[src/supply_irq_consts.svh]
// Purpose: offsets, field positions, reset values and timing counts
// Assumes: APB with 32-bit data, one register per aligned word
// Notes:   definitions only
`ifndef SUPPLY_IRQ_CONSTS_SVH
`define SUPPLY_IRQ_CONSTS_SVH

`define OFS_SUPPLY_MONITOR_CTRL 12'h000
`define OFS_EXT_EDGE_SELECT     12'h004
`define OFS_PRIMARY_IRQ_0       12'h008
`define OFS_PRIMARY_IRQ_1       12'h00C
`define OFS_PRIMARY_IRQ_2       12'h010
`define OFS_SHARED_IRQ_0        12'h014
`define OFS_SHARED_IRQ_1        12'h018
`define OFS_SHARED_IRQ_2        12'h01C

`define CTRL_TRIP_LSB           0
`define CTRL_ENABLE_BIT         4
`define CTRL_LOW_OUT_BIT        5
`define CTRL_WRITE_MASK         8'h17
`define EDGE_WRITE_MASK         8'h0F
`define PRIMARY0_WRITE_MASK     8'h7F
`define FULL_WRITE_MASK         8'hFF
`define SHARED_NARROW_MASK      8'h33

`define REG_RESET               8'h00

`define CLK_PERIOD_NS           10
`define SUPPLY_LOW_IRQ_DELAY_NS 1000
`define SUPPLY_LOW_IRQ_DELAY_CYC \
   (`SUPPLY_LOW_IRQ_DELAY_NS / `CLK_PERIOD_NS)

`endif

[src/supply_irq_pkg.sv]
// Purpose: shared types of the supply monitor and interrupt bank
// Assumes: nothing
// Notes:   numeric constants live in supply_irq_consts.svh
package supply_irq_pkg;

   typedef enum logic [3:0] {
      SRC_PIN_ZERO,
      SRC_COMPARATOR,
      SRC_SHARED0,
      SRC_SHARED1,
      SRC_SHARED2,
      SRC_CONVERTER,
      SRC_TIMEBASE0,
      SRC_TIMEBASE1,
      SRC_PIN_ONE,
      SRC_SYNC_SERIAL,
      SRC_ASYNC_SERIAL,
      SRC_NONE
   } irq_src_t;

   typedef enum logic [1:0] {
      EDGE_OFF,
      EDGE_RISE,
      EDGE_FALL,
      EDGE_BOTH
   } edge_sel_t;

   typedef enum logic [0:0] {
      LOW_WAIT,
      LOW_DONE
   } low_state_t;

endpackage : supply_irq_pkg

[src/supply_monitor_irq_bank.sv]
// Purpose: supply monitor control plus primary/shared interrupt registers
// Assumes: analog comparator and pins are asynchronous; events are pulses
// Notes:   APB slave, zero wait states, one register per 32-bit word
//
// Local design decisions: the register addresses and register access over APB.
`timescale 1ns/10ps
`include "supply_irq_consts.svh"

// Behaviour
// - three-bit trip level field, bits 2..0, code 111 is highest level
// - read-only supply-low out flag in bit 5, 1 when below threshold while the detector is active
// - monitor enable bit 4 switches detector on, 0 switches it off
// - detector held off during sleep regardless of the enable bit
// - supply-low request set only after fixed delay of flag high
// - supply-low request is served through shared interrupt two
// - new supply-low request during idle wakes the device
// - pending enabled request diverts the core to its source routine
// - two pin interrupts plus timers, time bases, monitor, eeprom etc
// - three primary, three shared and one edge select register
// - edge register: pin one bits 3..2, pin zero bits 1..0
// - primary 0: shared0, comparator, pin0 flags, enables, global
// - primary 1: timebase0, converter, shared2, shared1 flags, enables
// - primary 2: async, sync serial, pin1, timebase1 flags, enables
// - shared 0: standard timer match and period flags and enables
// - shared 1: compact and periodic timer flags and enables
// - shared 2: eeprom and supply-low flags and enables
// - edge codes: 00 off, 01 rising, 10 falling, 11 both
// - flag 1 means pending; enable 1 permits, 0 blocks
module supply_monitor_irq_bank #(
   parameter int DELAY_CYC = `SUPPLY_LOW_IRQ_DELAY_CYC
) (
   input  wire logic                pclk,
   input  wire logic                presetn,
   input  wire logic                psel,
   input  wire logic                penable,
   input  wire logic                pwrite,
   input  wire logic [11:0]         paddr,
   input  wire logic [31:0]         pwdata,
   output logic      [31:0]         prdata,
   output logic                     pready,
   output logic                     pslverr,
   input  wire logic                supply_below_raw,
   input  wire logic                sleep_mode,
   input  wire logic                idle_mode,
   input  wire logic                ext_pin_irq_zero,
   input  wire logic                ext_pin_irq_one,
   input  wire logic                comparator_evt,
   input  wire logic                converter_evt,
   input  wire logic [1:0]          timebase_evt,
   input  wire logic                sync_serial_evt,
   input  wire logic                async_serial_evt,
   input  wire logic [1:0]          std_timer_evt,
   input  wire logic [3:0]          comp_per_timer_evt,
   input  wire logic                eeprom_evt,
   input  wire logic                irq_ack,
   output logic                     monitor_active,
   output logic [2:0]               trip_level_select,
   output logic                     irq_req,
   output supply_irq_pkg::irq_src_t irq_src,
   output logic                     idle_wake
);

   logic [7:0] ctrl_q;
   logic [7:0] edge_q;
   logic [7:0] irq_q [6];
   logic [7:0] hw_set [6];
   logic [7:0] ack_clr [6];
   logic [7:0] wr_mask [6];

   logic       low_s1_q;
   logic       low_s2_q;
   logic [1:0] pin_s1_q;
   logic [1:0] pin_s2_q;
   logic [1:0] pin_prev_q;
   logic [1:0] pin_edge;

   logic       supply_low_out;
   logic [15:0] delay_cnt_q;
   supply_irq_pkg::low_state_t low_state_q;
   logic       low_fire;

   logic        acc_wr;
   logic        setup_rd;
   logic [2:0]  sel_idx;
   logic        mapped;
   logic [7:0]  rd_byte;
   logic [10:0] pending;
   supply_irq_pkg::irq_src_t pick;
   logic        irq_req_q;
   supply_irq_pkg::irq_src_t irq_src_q;
   logic        idle_wake_q;
   logic [31:0] prdata_q;
   logic        pslverr_q;

   // apb decode
   always_comb begin
      mapped  = 1'b1;
      sel_idx = 3'h0;
      case (paddr)
         `OFS_SUPPLY_MONITOR_CTRL: sel_idx = 3'h0;
         `OFS_EXT_EDGE_SELECT:     sel_idx = 3'h1;
         `OFS_PRIMARY_IRQ_0:       sel_idx = 3'h2;
         `OFS_PRIMARY_IRQ_1:       sel_idx = 3'h3;
         `OFS_PRIMARY_IRQ_2:       sel_idx = 3'h4;
         `OFS_SHARED_IRQ_0:        sel_idx = 3'h5;
         `OFS_SHARED_IRQ_1:        sel_idx = 3'h6;
         `OFS_SHARED_IRQ_2:        sel_idx = 3'h7;
         default:                  mapped  = 1'b0;
      endcase
   end

   assign acc_wr   = psel & penable & pwrite & mapped;
   assign setup_rd = psel & ~penable;
   assign pready   = psel & penable;
   assign prdata   = prdata_q;
   assign pslverr  = pslverr_q & pready;

   always_comb begin
      case (sel_idx)
         3'h0: begin
            rd_byte = ctrl_q & `CTRL_WRITE_MASK;
            rd_byte[`CTRL_LOW_OUT_BIT] = supply_low_out;
         end
         3'h1:    rd_byte = edge_q;
         3'h2:    rd_byte = irq_q[0];
         3'h3:    rd_byte = irq_q[1];
         3'h4:    rd_byte = irq_q[2];
         3'h5:    rd_byte = irq_q[3];
         3'h6:    rd_byte = irq_q[4];
         default: rd_byte = irq_q[5];
      endcase
   end

   // read data caught in setup so the access phase sees a flop
   always_ff @(posedge pclk or negedge presetn) begin
      if (!presetn) begin
         prdata_q  <= 32'h0000_0000;
         pslverr_q <= 1'b0;
      end else if (setup_rd) begin
         prdata_q  <= (mapped && !pwrite) ? {24'h00_0000, rd_byte}
                                         : 32'h0000_0000;
         pslverr_q <= ~mapped;
      end
   end

   // supply monitor control
   always_ff @(posedge pclk or negedge presetn) begin
      if (!presetn) begin
         ctrl_q <= `REG_RESET;
      end else if (acc_wr && sel_idx == 3'h0) begin
         ctrl_q <= pwdata[7:0] & `CTRL_WRITE_MASK;
      end
   end

   always_ff @(posedge pclk or negedge presetn) begin
      if (!presetn) begin
         edge_q <= `REG_RESET;
      end else if (acc_wr && sel_idx == 3'h1) begin
         edge_q <= pwdata[7:0] & `EDGE_WRITE_MASK;
      end
   end

   assign trip_level_select = ctrl_q[`CTRL_TRIP_LSB +: 3];
   // sleep overrides enable so the analog part draws nothing
   assign monitor_active = ctrl_q[`CTRL_ENABLE_BIT] & ~sleep_mode;

   // comparator and pins come from outside the clock domain
   always_ff @(posedge pclk or negedge presetn) begin
      if (!presetn) begin
         low_s1_q   <= 1'b0;
         low_s2_q   <= 1'b0;
         pin_s1_q   <= 2'b00;
         pin_s2_q   <= 2'b00;
         pin_prev_q <= 2'b00;
      end else begin
         low_s1_q   <= supply_below_raw;
         low_s2_q   <= low_s1_q;
         pin_s1_q   <= {ext_pin_irq_one, ext_pin_irq_zero};
         pin_s2_q   <= pin_s1_q;
         pin_prev_q <= pin_s2_q;
      end
   end

   // unfiltered: near the threshold this toggles, software copes
   assign supply_low_out = low_s2_q & monitor_active;

   // per-pin edge qualification
   for (genvar p = 0; p < 2; p++) begin : g_pin
      logic [1:0] sel;
      logic       rise;
      logic       fall;
      assign sel  = edge_q[2*p +: 2];
      assign rise = pin_s2_q[p] & ~pin_prev_q[p];
      assign fall = ~pin_s2_q[p] & pin_prev_q[p];
      always_comb begin
         case (supply_irq_pkg::edge_sel_t'(sel))
            supply_irq_pkg::EDGE_RISE: pin_edge[p] = rise;
            supply_irq_pkg::EDGE_FALL: pin_edge[p] = fall;
            supply_irq_pkg::EDGE_BOTH: pin_edge[p] = rise | fall;
            default:                   pin_edge[p] = 1'b0;
         endcase
      end
   end

   // delay from low flag rising to the request, once per low episode
   always_ff @(posedge pclk or negedge presetn) begin
      if (!presetn) begin
         delay_cnt_q <= 16'h0000;
         low_state_q <= supply_irq_pkg::LOW_WAIT;
      end else if (!supply_low_out) begin
         delay_cnt_q <= 16'h0000;
         low_state_q <= supply_irq_pkg::LOW_WAIT;
      end else begin
         case (low_state_q)
            supply_irq_pkg::LOW_WAIT: begin
               if (delay_cnt_q == 16'(DELAY_CYC - 1)) begin
                  low_state_q <= supply_irq_pkg::LOW_DONE;
               end else begin
                  delay_cnt_q <= delay_cnt_q + 16'h0001;
               end
            end
            default: low_state_q <= supply_irq_pkg::LOW_DONE;
         endcase
      end
   end

   assign low_fire = supply_low_out &
                     (low_state_q == supply_irq_pkg::LOW_WAIT) &
                     (delay_cnt_q == 16'(DELAY_CYC - 1));

   // hardware set terms per register
   always_comb begin
      for (int r = 0; r < 6; r++) begin
         hw_set[r] = 8'h00;
      end
      // shared flags follow any enabled member flag
      hw_set[0][6] = |(irq_q[3][5:4] & irq_q[3][1:0]);
      hw_set[0][5] = comparator_evt;
      hw_set[0][4] = pin_edge[0];
      hw_set[1][7] = timebase_evt[0];
      hw_set[1][6] = converter_evt;
      hw_set[1][5] = |(irq_q[5][5:4] & irq_q[5][1:0]);
      hw_set[1][4] = |(irq_q[4][7:4] & irq_q[4][3:0]);
      hw_set[2][7] = async_serial_evt;
      hw_set[2][6] = sync_serial_evt;
      hw_set[2][5] = pin_edge[1];
      hw_set[2][4] = timebase_evt[1];
      hw_set[3][5:4] = std_timer_evt;
      hw_set[4][7:4] = comp_per_timer_evt;
      hw_set[5][5] = eeprom_evt;
      hw_set[5][4] = low_fire;
   end

   // acknowledged source flag is cleared
   always_comb begin
      for (int r = 0; r < 6; r++) begin
         ack_clr[r] = 8'h00;
      end
      if (irq_ack) begin
         case (irq_src_q)
            supply_irq_pkg::SRC_PIN_ZERO:     ack_clr[0][4] = 1'b1;
            supply_irq_pkg::SRC_COMPARATOR:   ack_clr[0][5] = 1'b1;
            supply_irq_pkg::SRC_SHARED0:      ack_clr[0][6] = 1'b1;
            supply_irq_pkg::SRC_SHARED1:      ack_clr[1][4] = 1'b1;
            supply_irq_pkg::SRC_SHARED2:      ack_clr[1][5] = 1'b1;
            supply_irq_pkg::SRC_CONVERTER:    ack_clr[1][6] = 1'b1;
            supply_irq_pkg::SRC_TIMEBASE0:    ack_clr[1][7] = 1'b1;
            supply_irq_pkg::SRC_TIMEBASE1:    ack_clr[2][4] = 1'b1;
            supply_irq_pkg::SRC_PIN_ONE:      ack_clr[2][5] = 1'b1;
            supply_irq_pkg::SRC_SYNC_SERIAL:  ack_clr[2][6] = 1'b1;
            supply_irq_pkg::SRC_ASYNC_SERIAL: ack_clr[2][7] = 1'b1;
            default:                          ack_clr[0] = 8'h00;
         endcase
      end
   end

   assign wr_mask[0] = `PRIMARY0_WRITE_MASK;
   assign wr_mask[1] = `FULL_WRITE_MASK;
   assign wr_mask[2] = `FULL_WRITE_MASK;
   assign wr_mask[3] = `SHARED_NARROW_MASK;
   assign wr_mask[4] = `FULL_WRITE_MASK;
   assign wr_mask[5] = `SHARED_NARROW_MASK;

   // flag and enable registers; hardware set beats any clear
   for (genvar r = 0; r < 6; r++) begin : g_irq
      logic       hit;
      logic [7:0] base;
      assign hit  = acc_wr && (sel_idx == 3'(r + 2));
      assign base = hit ? (pwdata[7:0] & wr_mask[r])
                        : (irq_q[r] & ~ack_clr[r]);
      always_ff @(posedge pclk or negedge presetn) begin
         if (!presetn) begin
            irq_q[r] <= `REG_RESET;
         end else begin
            irq_q[r] <= base | (hw_set[r] & wr_mask[r]);
         end
      end
   end

   // pending = flag and enable, gated by global enable
   always_comb begin
      pending[0]  = irq_q[0][4] & irq_q[0][1];
      pending[1]  = irq_q[0][5] & irq_q[0][2];
      pending[2]  = irq_q[0][6] & irq_q[0][3];
      pending[3]  = irq_q[1][4] & irq_q[1][0];
      pending[4]  = irq_q[1][5] & irq_q[1][1];
      pending[5]  = irq_q[1][6] & irq_q[1][2];
      pending[6]  = irq_q[1][7] & irq_q[1][3];
      pending[7]  = irq_q[2][4] & irq_q[2][0];
      pending[8]  = irq_q[2][5] & irq_q[2][1];
      pending[9]  = irq_q[2][6] & irq_q[2][2];
      pending[10] = irq_q[2][7] & irq_q[2][3];
      if (!irq_q[0][0]) begin
         pending = 11'h000;
      end
   end

   // fixed priority, lowest index wins
   always_comb begin
      pick = supply_irq_pkg::SRC_NONE;
      for (int i = 10; i >= 0; i--) begin
         if (pending[i]) begin
            pick = supply_irq_pkg::irq_src_t'(4'(i));
         end
      end
   end

   always_ff @(posedge pclk or negedge presetn) begin
      if (!presetn) begin
         irq_req_q <= 1'b0;
         irq_src_q <= supply_irq_pkg::SRC_NONE;
      end else begin
         irq_req_q <= |pending & ~irq_ack;
         irq_src_q <= irq_ack ? supply_irq_pkg::SRC_NONE : pick;
      end
   end

   assign irq_req = irq_req_q;
   assign irq_src = irq_src_q;

   // only a fresh request wakes; a preset flag suppresses it
   always_ff @(posedge pclk or negedge presetn) begin
      if (!presetn) begin
         idle_wake_q <= 1'b0;
      end else begin
         idle_wake_q <= idle_mode & low_fire & ~irq_q[5][4];
      end
   end

   assign idle_wake = idle_wake_q;

endmodule : supply_monitor_irq_bank

[config.mk]
export PLATFORM = sky130hd
export DESIGN_NAME = supply_monitor_irq_bank
export DESIGN_NICKNAME = d
export VERILOG_FILES = /design/src/supply_irq_pkg.sv /design/src/supply_monitor_irq_bank.sv
export VERILOG_INCLUDE_DIRS = /design/src
export SDC_FILE = /design/constraint.sdc
export NUM_CORES = 1
export LEC_CHECK = 0
export BUFFER_PORTS_ARGS = -buffer_cell sky130_fd_sc_hd__buf_2
export CAP_MARGIN = 10
export CORE_MARGIN = 10
export CORE_UTILIZATION = 31
export CTS_BUF_LIST = sky130_fd_sc_hd__clkbuf_8
export CTS_CLUSTER_SIZE = 14
export DETAILED_ROUTE_END_ITERATION = 12
export GPL_ROUTABILITY_DRIVEN = 0
export PLACE_DENSITY = 0.54
export SLEW_MARGIN = 30
export SYNTH_ARGS = -nofsm -noshare
export SYNTH_HDL_FRONTEND = slang
export SYNTH_SLANG_ARGS = --single-unit
[constraint.sdc]
create_clock -name pclk -period 3.6 [get_ports pclk]
set_clock_uncertainty 0.2 [all_clocks]
set_input_delay 0.18 -clock pclk [delete_from_list [all_inputs] [get_ports pclk]]
set_output_delay 0.18 -clock pclk [all_outputs]
set_load 0.02 [all_outputs]
Word level (Yosys, flattened, before mapping)
Index checks and enable logic that the tools add are counted.
{"block": "totals", "out_inout_bits": 44, "register_bits": 120}
{"block": "classes", "n_bitwise": 54, "eq_ne": 33, "reduce_logical": 19, "addsub": 1, "muxes": 44}
{"cell": "two-way mux 8 bit", "n": 7}
{"cell": "case mux 8 bit (7 select lines)", "n": 1}
{"cell": "equality test 12 x 5 -> 1 bit (second input constant)", "n": 4}
{"cell": "two-way mux 16 bit", "n": 3}
{"cell": "two-way mux 4 bit", "n": 12}
{"cell": "AND 1 bit", "n": 27}
{"cell": "AND 8 bit", "n": 3}
{"cell": "equality test 12 x 4 -> 1 bit (second input constant)", "n": 2}
{"cell": "inverter 8 bit", "n": 3}
{"cell": "OR 8 bit", "n": 3}
{"cell": "two-way mux 11 bit", "n": 2}
{"cell": "case mux 3 bit (7 select lines)", "n": 1}
{"cell": "adder 16 x 1 -> 16 bit (second input constant)", "n": 1}
{"cell": "equality test 16 x 7 -> 1 bit (second input constant)", "n": 1}
{"cell": "equality test 4 x 3 -> 1 bit (second input constant)", "n": 4}
{"cell": "two-way mux 1 bit", "n": 16}
{"cell": "OR 8 x 6 -> 8 bit", "n": 2}
{"cell": "equality test 12 x 3 -> 1 bit (second input constant)", "n": 1}
{"cell": "equality test 3 bit (second input constant)", "n": 4}
{"cell": "equality test 4 bit (second input constant)", "n": 3}
{"cell": "zero test 12 bit", "n": 1}
{"cell": "OR reduction 11 bit", "n": 1}
{"cell": "inverter 1 bit", "n": 10}
{"cell": "logical AND 1 bit", "n": 9}
{"cell": "19 further kinds", "n": 30}

Depth between registers and ports, before layout
{"block": "depth", "word_depth": 14, "ltp_mapped": 8, "ltp_nobuf": 6}

Worst setup path after synthesis
No wires, ideal clock.
{"block": "synth_path", "path_kind": "register to register", "start": "register ctrl_q[4]", "end": "register idle_wake_q, in the netlist idle_wake", "t_arrival_ns": 1.527, "setup_slack_ns": 1.785, "synth_period_minus_slack_ns": 1.815, "required_time_ns": 3.312, "path_stages_with_launch": 5, "path_cell_list": "dfrtp_1 > nor2b_1 > nand2_1 > or3_1 > nor3b_1"}
{"block": "synth_via", "elab_chain_cells": 6}
{"item": "start, declared", "line_no": "supply_monitor_irq_bank.sv:63", "text": "logic [7:0] ctrl_q;"}
{"item": "start signal, assigned", "line_no": "supply_monitor_irq_bank.sv:149", "text": "ctrl_q <= `REG_RESET;"}
{"item": "start signal, assigned", "line_no": "supply_monitor_irq_bank.sv:151", "text": "ctrl_q <= pwdata[7:0] & `CTRL_WRITE_MASK;"}
{"item": "AND 1 bit", "line_no": "supply_monitor_irq_bank.sv:165", "text": "assign monitor_active = ctrl_q[`CTRL_ENABLE_BIT] & ~sleep_mode;"}
{"item": "via monitor_active", "line_no": "supply_monitor_irq_bank.sv:56", "text": "output logic monitor_active,"}
{"item": "AND 1 bit", "line_no": "supply_monitor_irq_bank.sv:185", "text": "assign supply_low_out = low_s2_q & monitor_active;"}
{"item": "AND 1 bit", "line_no": "supply_monitor_irq_bank.sv:227", "text": "assign low_fire = supply_low_out &"}
{"item": "AND 1 bit", "line_no": "supply_monitor_irq_bank.sv:228", "text": "(low_state_q == supply_irq_pkg::LOW_WAIT) &"}
{"item": "AND 1 bit (2 in a row)", "line_no": "supply_monitor_irq_bank.sv:346", "text": "idle_wake_q <= idle_mode & low_fire & ~irq_q[5][4];"}
{"item": "end signal, assigned", "line_no": "supply_monitor_irq_bank.sv:346"}
{"item": "end, declared", "line_no": "supply_monitor_irq_bank.sv:91", "text": "logic idle_wake_q;"}
The timed path passes the listed nets, and every way through them passes these cells.
A chain may end at the register's enable or synchronous reset.

Worst setup path after layout
{"block": "layout_path", "start": "input pwrite", "end": "register irq_q[15] in the netlist's numbering"}
{"block": "layout_via", "elab_chain_cells": 5}
{"item": "start, declared", "line_no": "supply_monitor_irq_bank.sv:36", "text": "input wire logic pwrite,"}
{"item": "AND 1 bit (2 in a row)", "line_no": "supply_monitor_irq_bank.sv:112", "text": "assign acc_wr = psel & penable & pwrite & mapped;"}
{"item": "logical AND 1 bit", "line_no": "supply_monitor_irq_bank.sv:288", "text": "assign hit = acc_wr && (sel_idx == 3'(r + 2));"}
{"item": "two-way mux 8 bit", "line_no": "supply_monitor_irq_bank.sv:289", "text": "assign base = hit ? (pwdata[7:0] & wr_mask[r])"}
{"item": "OR 8 bit", "line_no": "supply_monitor_irq_bank.sv:295", "text": "irq_q[r] <= base | (hw_set[r] & wr_mask[r]);"}
{"item": "end signal, assigned by index", "line_no": "supply_monitor_irq_bank.sv:293", "text": "irq_q[r] <= `REG_RESET;"}
{"item": "end signal, assigned by index", "line_no": "supply_monitor_irq_bank.sv:295"}
{"item": "end, declared", "line_no": "supply_monitor_irq_bank.sv:65", "text": "logic [7:0] irq_q [6];"}
No other way between the ends.

==> flow_metrics.tcl <==
set metrics [dict create \
    status "complete, no violations" \
    cp-start-kind "primary input" \
    num_rows 44 \
    dpl_cell_area_sq_um 4970 \
    clock_latency_ps 370 \
    fmax_mhz 347 \
    die_w_um 142 \
    rsz0062_at_grt "false" \
    crit_required_ps 3660 \
    drive_gt1_share_pct 22.9 \
    finalCriticalPeriod_ps 2880 \
    p_leak_uw 0.00244 \
    hpwl_um 8990 \
    detail-route-antenna-nets 0 \
    final_core_util_pct 37.8 \
    cts_tree "yes" \
    synth_area_leaders "dfrtp_1 45%, mux2_2 7.8%, buf_4 4.9%" \
    dr_wl_met3_um 954 \
    grt.total_usage_pct 12.4 \
    hp-class "reg -> reg" \
    wl_met1_um 5920 \
    syn2layout_area_growth_pct 19.2 \
    drtIter0Drc 228 \
    multiInputGateArea_sq_um 2190 \
    drc 0 \
    fin_crit_sh_pct 80.0 \
    diodes 0 \
    vias 3618 \
    synthCells 449 \
    die_h_um 142 \
    slew_violations 0 \
    wl_um 12400 \
    cp_slowest_stage_delay_ps 750 \
    yosysWarnings 0 \
    seq_area_sq_um 2180 \
    overflow 0 \
    cp.arrival_ps 2940 \
    synth_fa_ha_area_share_pct 1.35 \
    initial_utilization_pct 31.7 \
    setup_tns_ps 0 \
    post-cts-setup-buffers 0 \
    pin_count 112 \
    drtPass1Iterations 5 \
    cp_common_cell "dlygate4sd3_1" \
    slowest_stage "nor3_2" \
    path_buf_inv 3 \
    yosysTopAreaCell "dfrtp_1" \
    io_buffers 63 \
    end_kind "register" \
    hold_viol 0 \
    design.die.area_sq_um 20200 \
    crit_family "simple AND/OR/NAND/NOR gates" \
    slew_headroom_pct 41.2 \
    yosys-top-cells-count "84 x dfrtp_1, 45 x nand2_1, 32 x mux2_2" \
    dominantRegCellSynth "dfrtp_1" \
    numCtsBuffers 9 \
    fin_ws_ps 721 \
    post-place-ws_ps 1200 \
    post_drt_wl_per_cell_um 17.1 \
    synth_compound_area_share_pct 12.6 \
    finalSetupViolCount 0 \
    synth_edf_count 0 \
    root_buffer "clkbuf_8" \
    nets 610 \
    syn_avg_cell_area_sq_um 10.3 \
    yosys.area_share.simple_pct 18.9 \
    ys_seq_elements 87 \
    grt_pass1_vias 3672 \
    seq_area_frac_synth_pct 47.2 \
    top_layer "met4" \
    cts_htree_levels 3 \
    p_per_area_nw_per_um2 333 \
    grt_max_degree 72 \
    synth.most_common_cell "dfrtp_1" \
    ff2ff_setup_slack_ps 1490 \
    async_flop_share_pct 100 \
    fill_cells 1481 \
    path_max_fanout 12 \
    synth-xor-area-share_pct 2.65 \
    avgViaCountPerCell 4.98 \
    drv_cap 0 \
    synth.distinct_cells 60 \
    clockBufferDepth 2 \
    synth_top_area_share_pct 45.5 \
    clk_pin_slew_worst_paths_ps 90 \
    synth_top_family_by_area "simple AND/OR/NAND/NOR gates" \
    synth_mux_area_share_pct 10.0 \
    fp.coreArea_sq_um 14600 \
    worst_slew_pin_slew_ps 877 \
    worstPathCellList "dlygate4sd3_1 > buf_2 > and3_1 > nand4_2 > nor3_2 > nor2b_1 > a211o_1 > dlygate4sd3_1" \
    synth_area_sq_um 4620 \
    antenna_found_initial 0 \
    ir_drop_mv 0.155 \
    clock_sinks 87 \
    grt_pass1_wl_um 19900 \
    met2WireLength_um 5370 \
    crit_type "in -> reg" \
    hold_slack_ps 152 \
    design_area_sq_um 5510 \
    cts_resized 0 \
]
power by group:
group | internal [uW] | total (uW) | switching (uW)
Clock | 331 | 681 | 349
Combinational | 58.8 | 164 | 105
Sequential | 984 | 989 | 4.06
Total | 1370 | 1830 | 458
state kept, by name, indices dropped and copies added, names as in the netlist:
register and count:
irq_req 1, pin_s2_q 2, low_s2_q 1, edge_q 4
idle_wake 1, pin_s1_q 2, pslverr_q 1, irq_q 39
low_state_q 1, ctrl_q 4, pin_prev_q 2, prdata 8
delay_cnt_q 16, low_s1_q 1, irq_src 4
cell type report:
| cell class | instances | area share [%] |
|---|---|---|
| clock inverter | 6 | 0.976 |
| sequential | 87 | 39.6 |
| multi-input combinational | 330 | 39.8 |
| tap | 184 | 4.18 |
| inverter | 10 | 0.681 |
| clock buffer | 10 | 2.50 |
| timing repair buffer | 99 | 12.3 |
logic make-up after synthesis:
family,Yosys count
compound gates,86
xor+xnor,14
fa+ha+maj,5
buf+inv,55
flops,87
mux,41
other cells,1
simple gates,160
cell usage in the layout (no fill, tap or decap), types with 6 or more instances in the layout:
master	netlist	layout
dfrtp_1	84	84
buf_2	5	62
nand2_1	45	45
dlygate4sd3_1	0	34
mux2_2	32	32
nor2_1	31	31
o21ai_0	30	30
conb_1	1	24
inv_1	10	13
nor2b_1	12	12
a211o_1	12	12
nand3_1	10	10
xor2_1	10	10
clkbuf_8	0	10
a21oi_1	9	9
nand2b_1	9	9
mux2i_1	8	8
nand4_1	8	8
and2_1	6	6
and3_1	6	6
worst paths after layout:
kind / from / to / depth (start not counted)
setup / recovery: pwrite / irq_q[15]$_DFF_PN0_ / 8
hold / removal: pin_s1_q[1]$_DFF_PN0_ / pin_s2_q[1]$_DFF_PN0_ / 0
setup reg to reg: delay_cnt_q[0]$_DFFE_PN0P_ / delay_cnt_q[1]$_DFFE_PN0P_ / 6
hold reg to reg: pin_s1_q[1]$_DFF_PN0_ / pin_s2_q[1]$_DFF_PN0_ / 0
max in group asynchronous: presetn / irq_q[40]$_DFFE_PN0P_ / 3
min in group asynchronous: presetn / delay_cnt_q[6]$_DFFE_PN0P_ / 2
metrics by stage:
step / total power [uW] / cells
final: 1830 / 726
after global routing: 1920 / 726
after CTS: 1860 / 726
after detailed placement: 1150 / 676
after global placement: 1150 / 676
after floorplan: 1100 / 472
timing repair:
| action | 4_1_cts | 5_1_grt |
|---|---|---|
| hold endpoints to repair | 121 | 0 |
| endpoints found under the setup margin | 0 | 0 |
| hold buffers | 34 | 0 |
per-layer routing:
metal | track usage [%] | up-vias
met1 | 16.8 | 1748
li1 | - | 1734
met3 | 3.57 | 19
met2 | 18.1 | 117
met4 | 4.79 | 0
met5 | 0 | -
No activity file was read; power rests on OpenSTA's default activity.
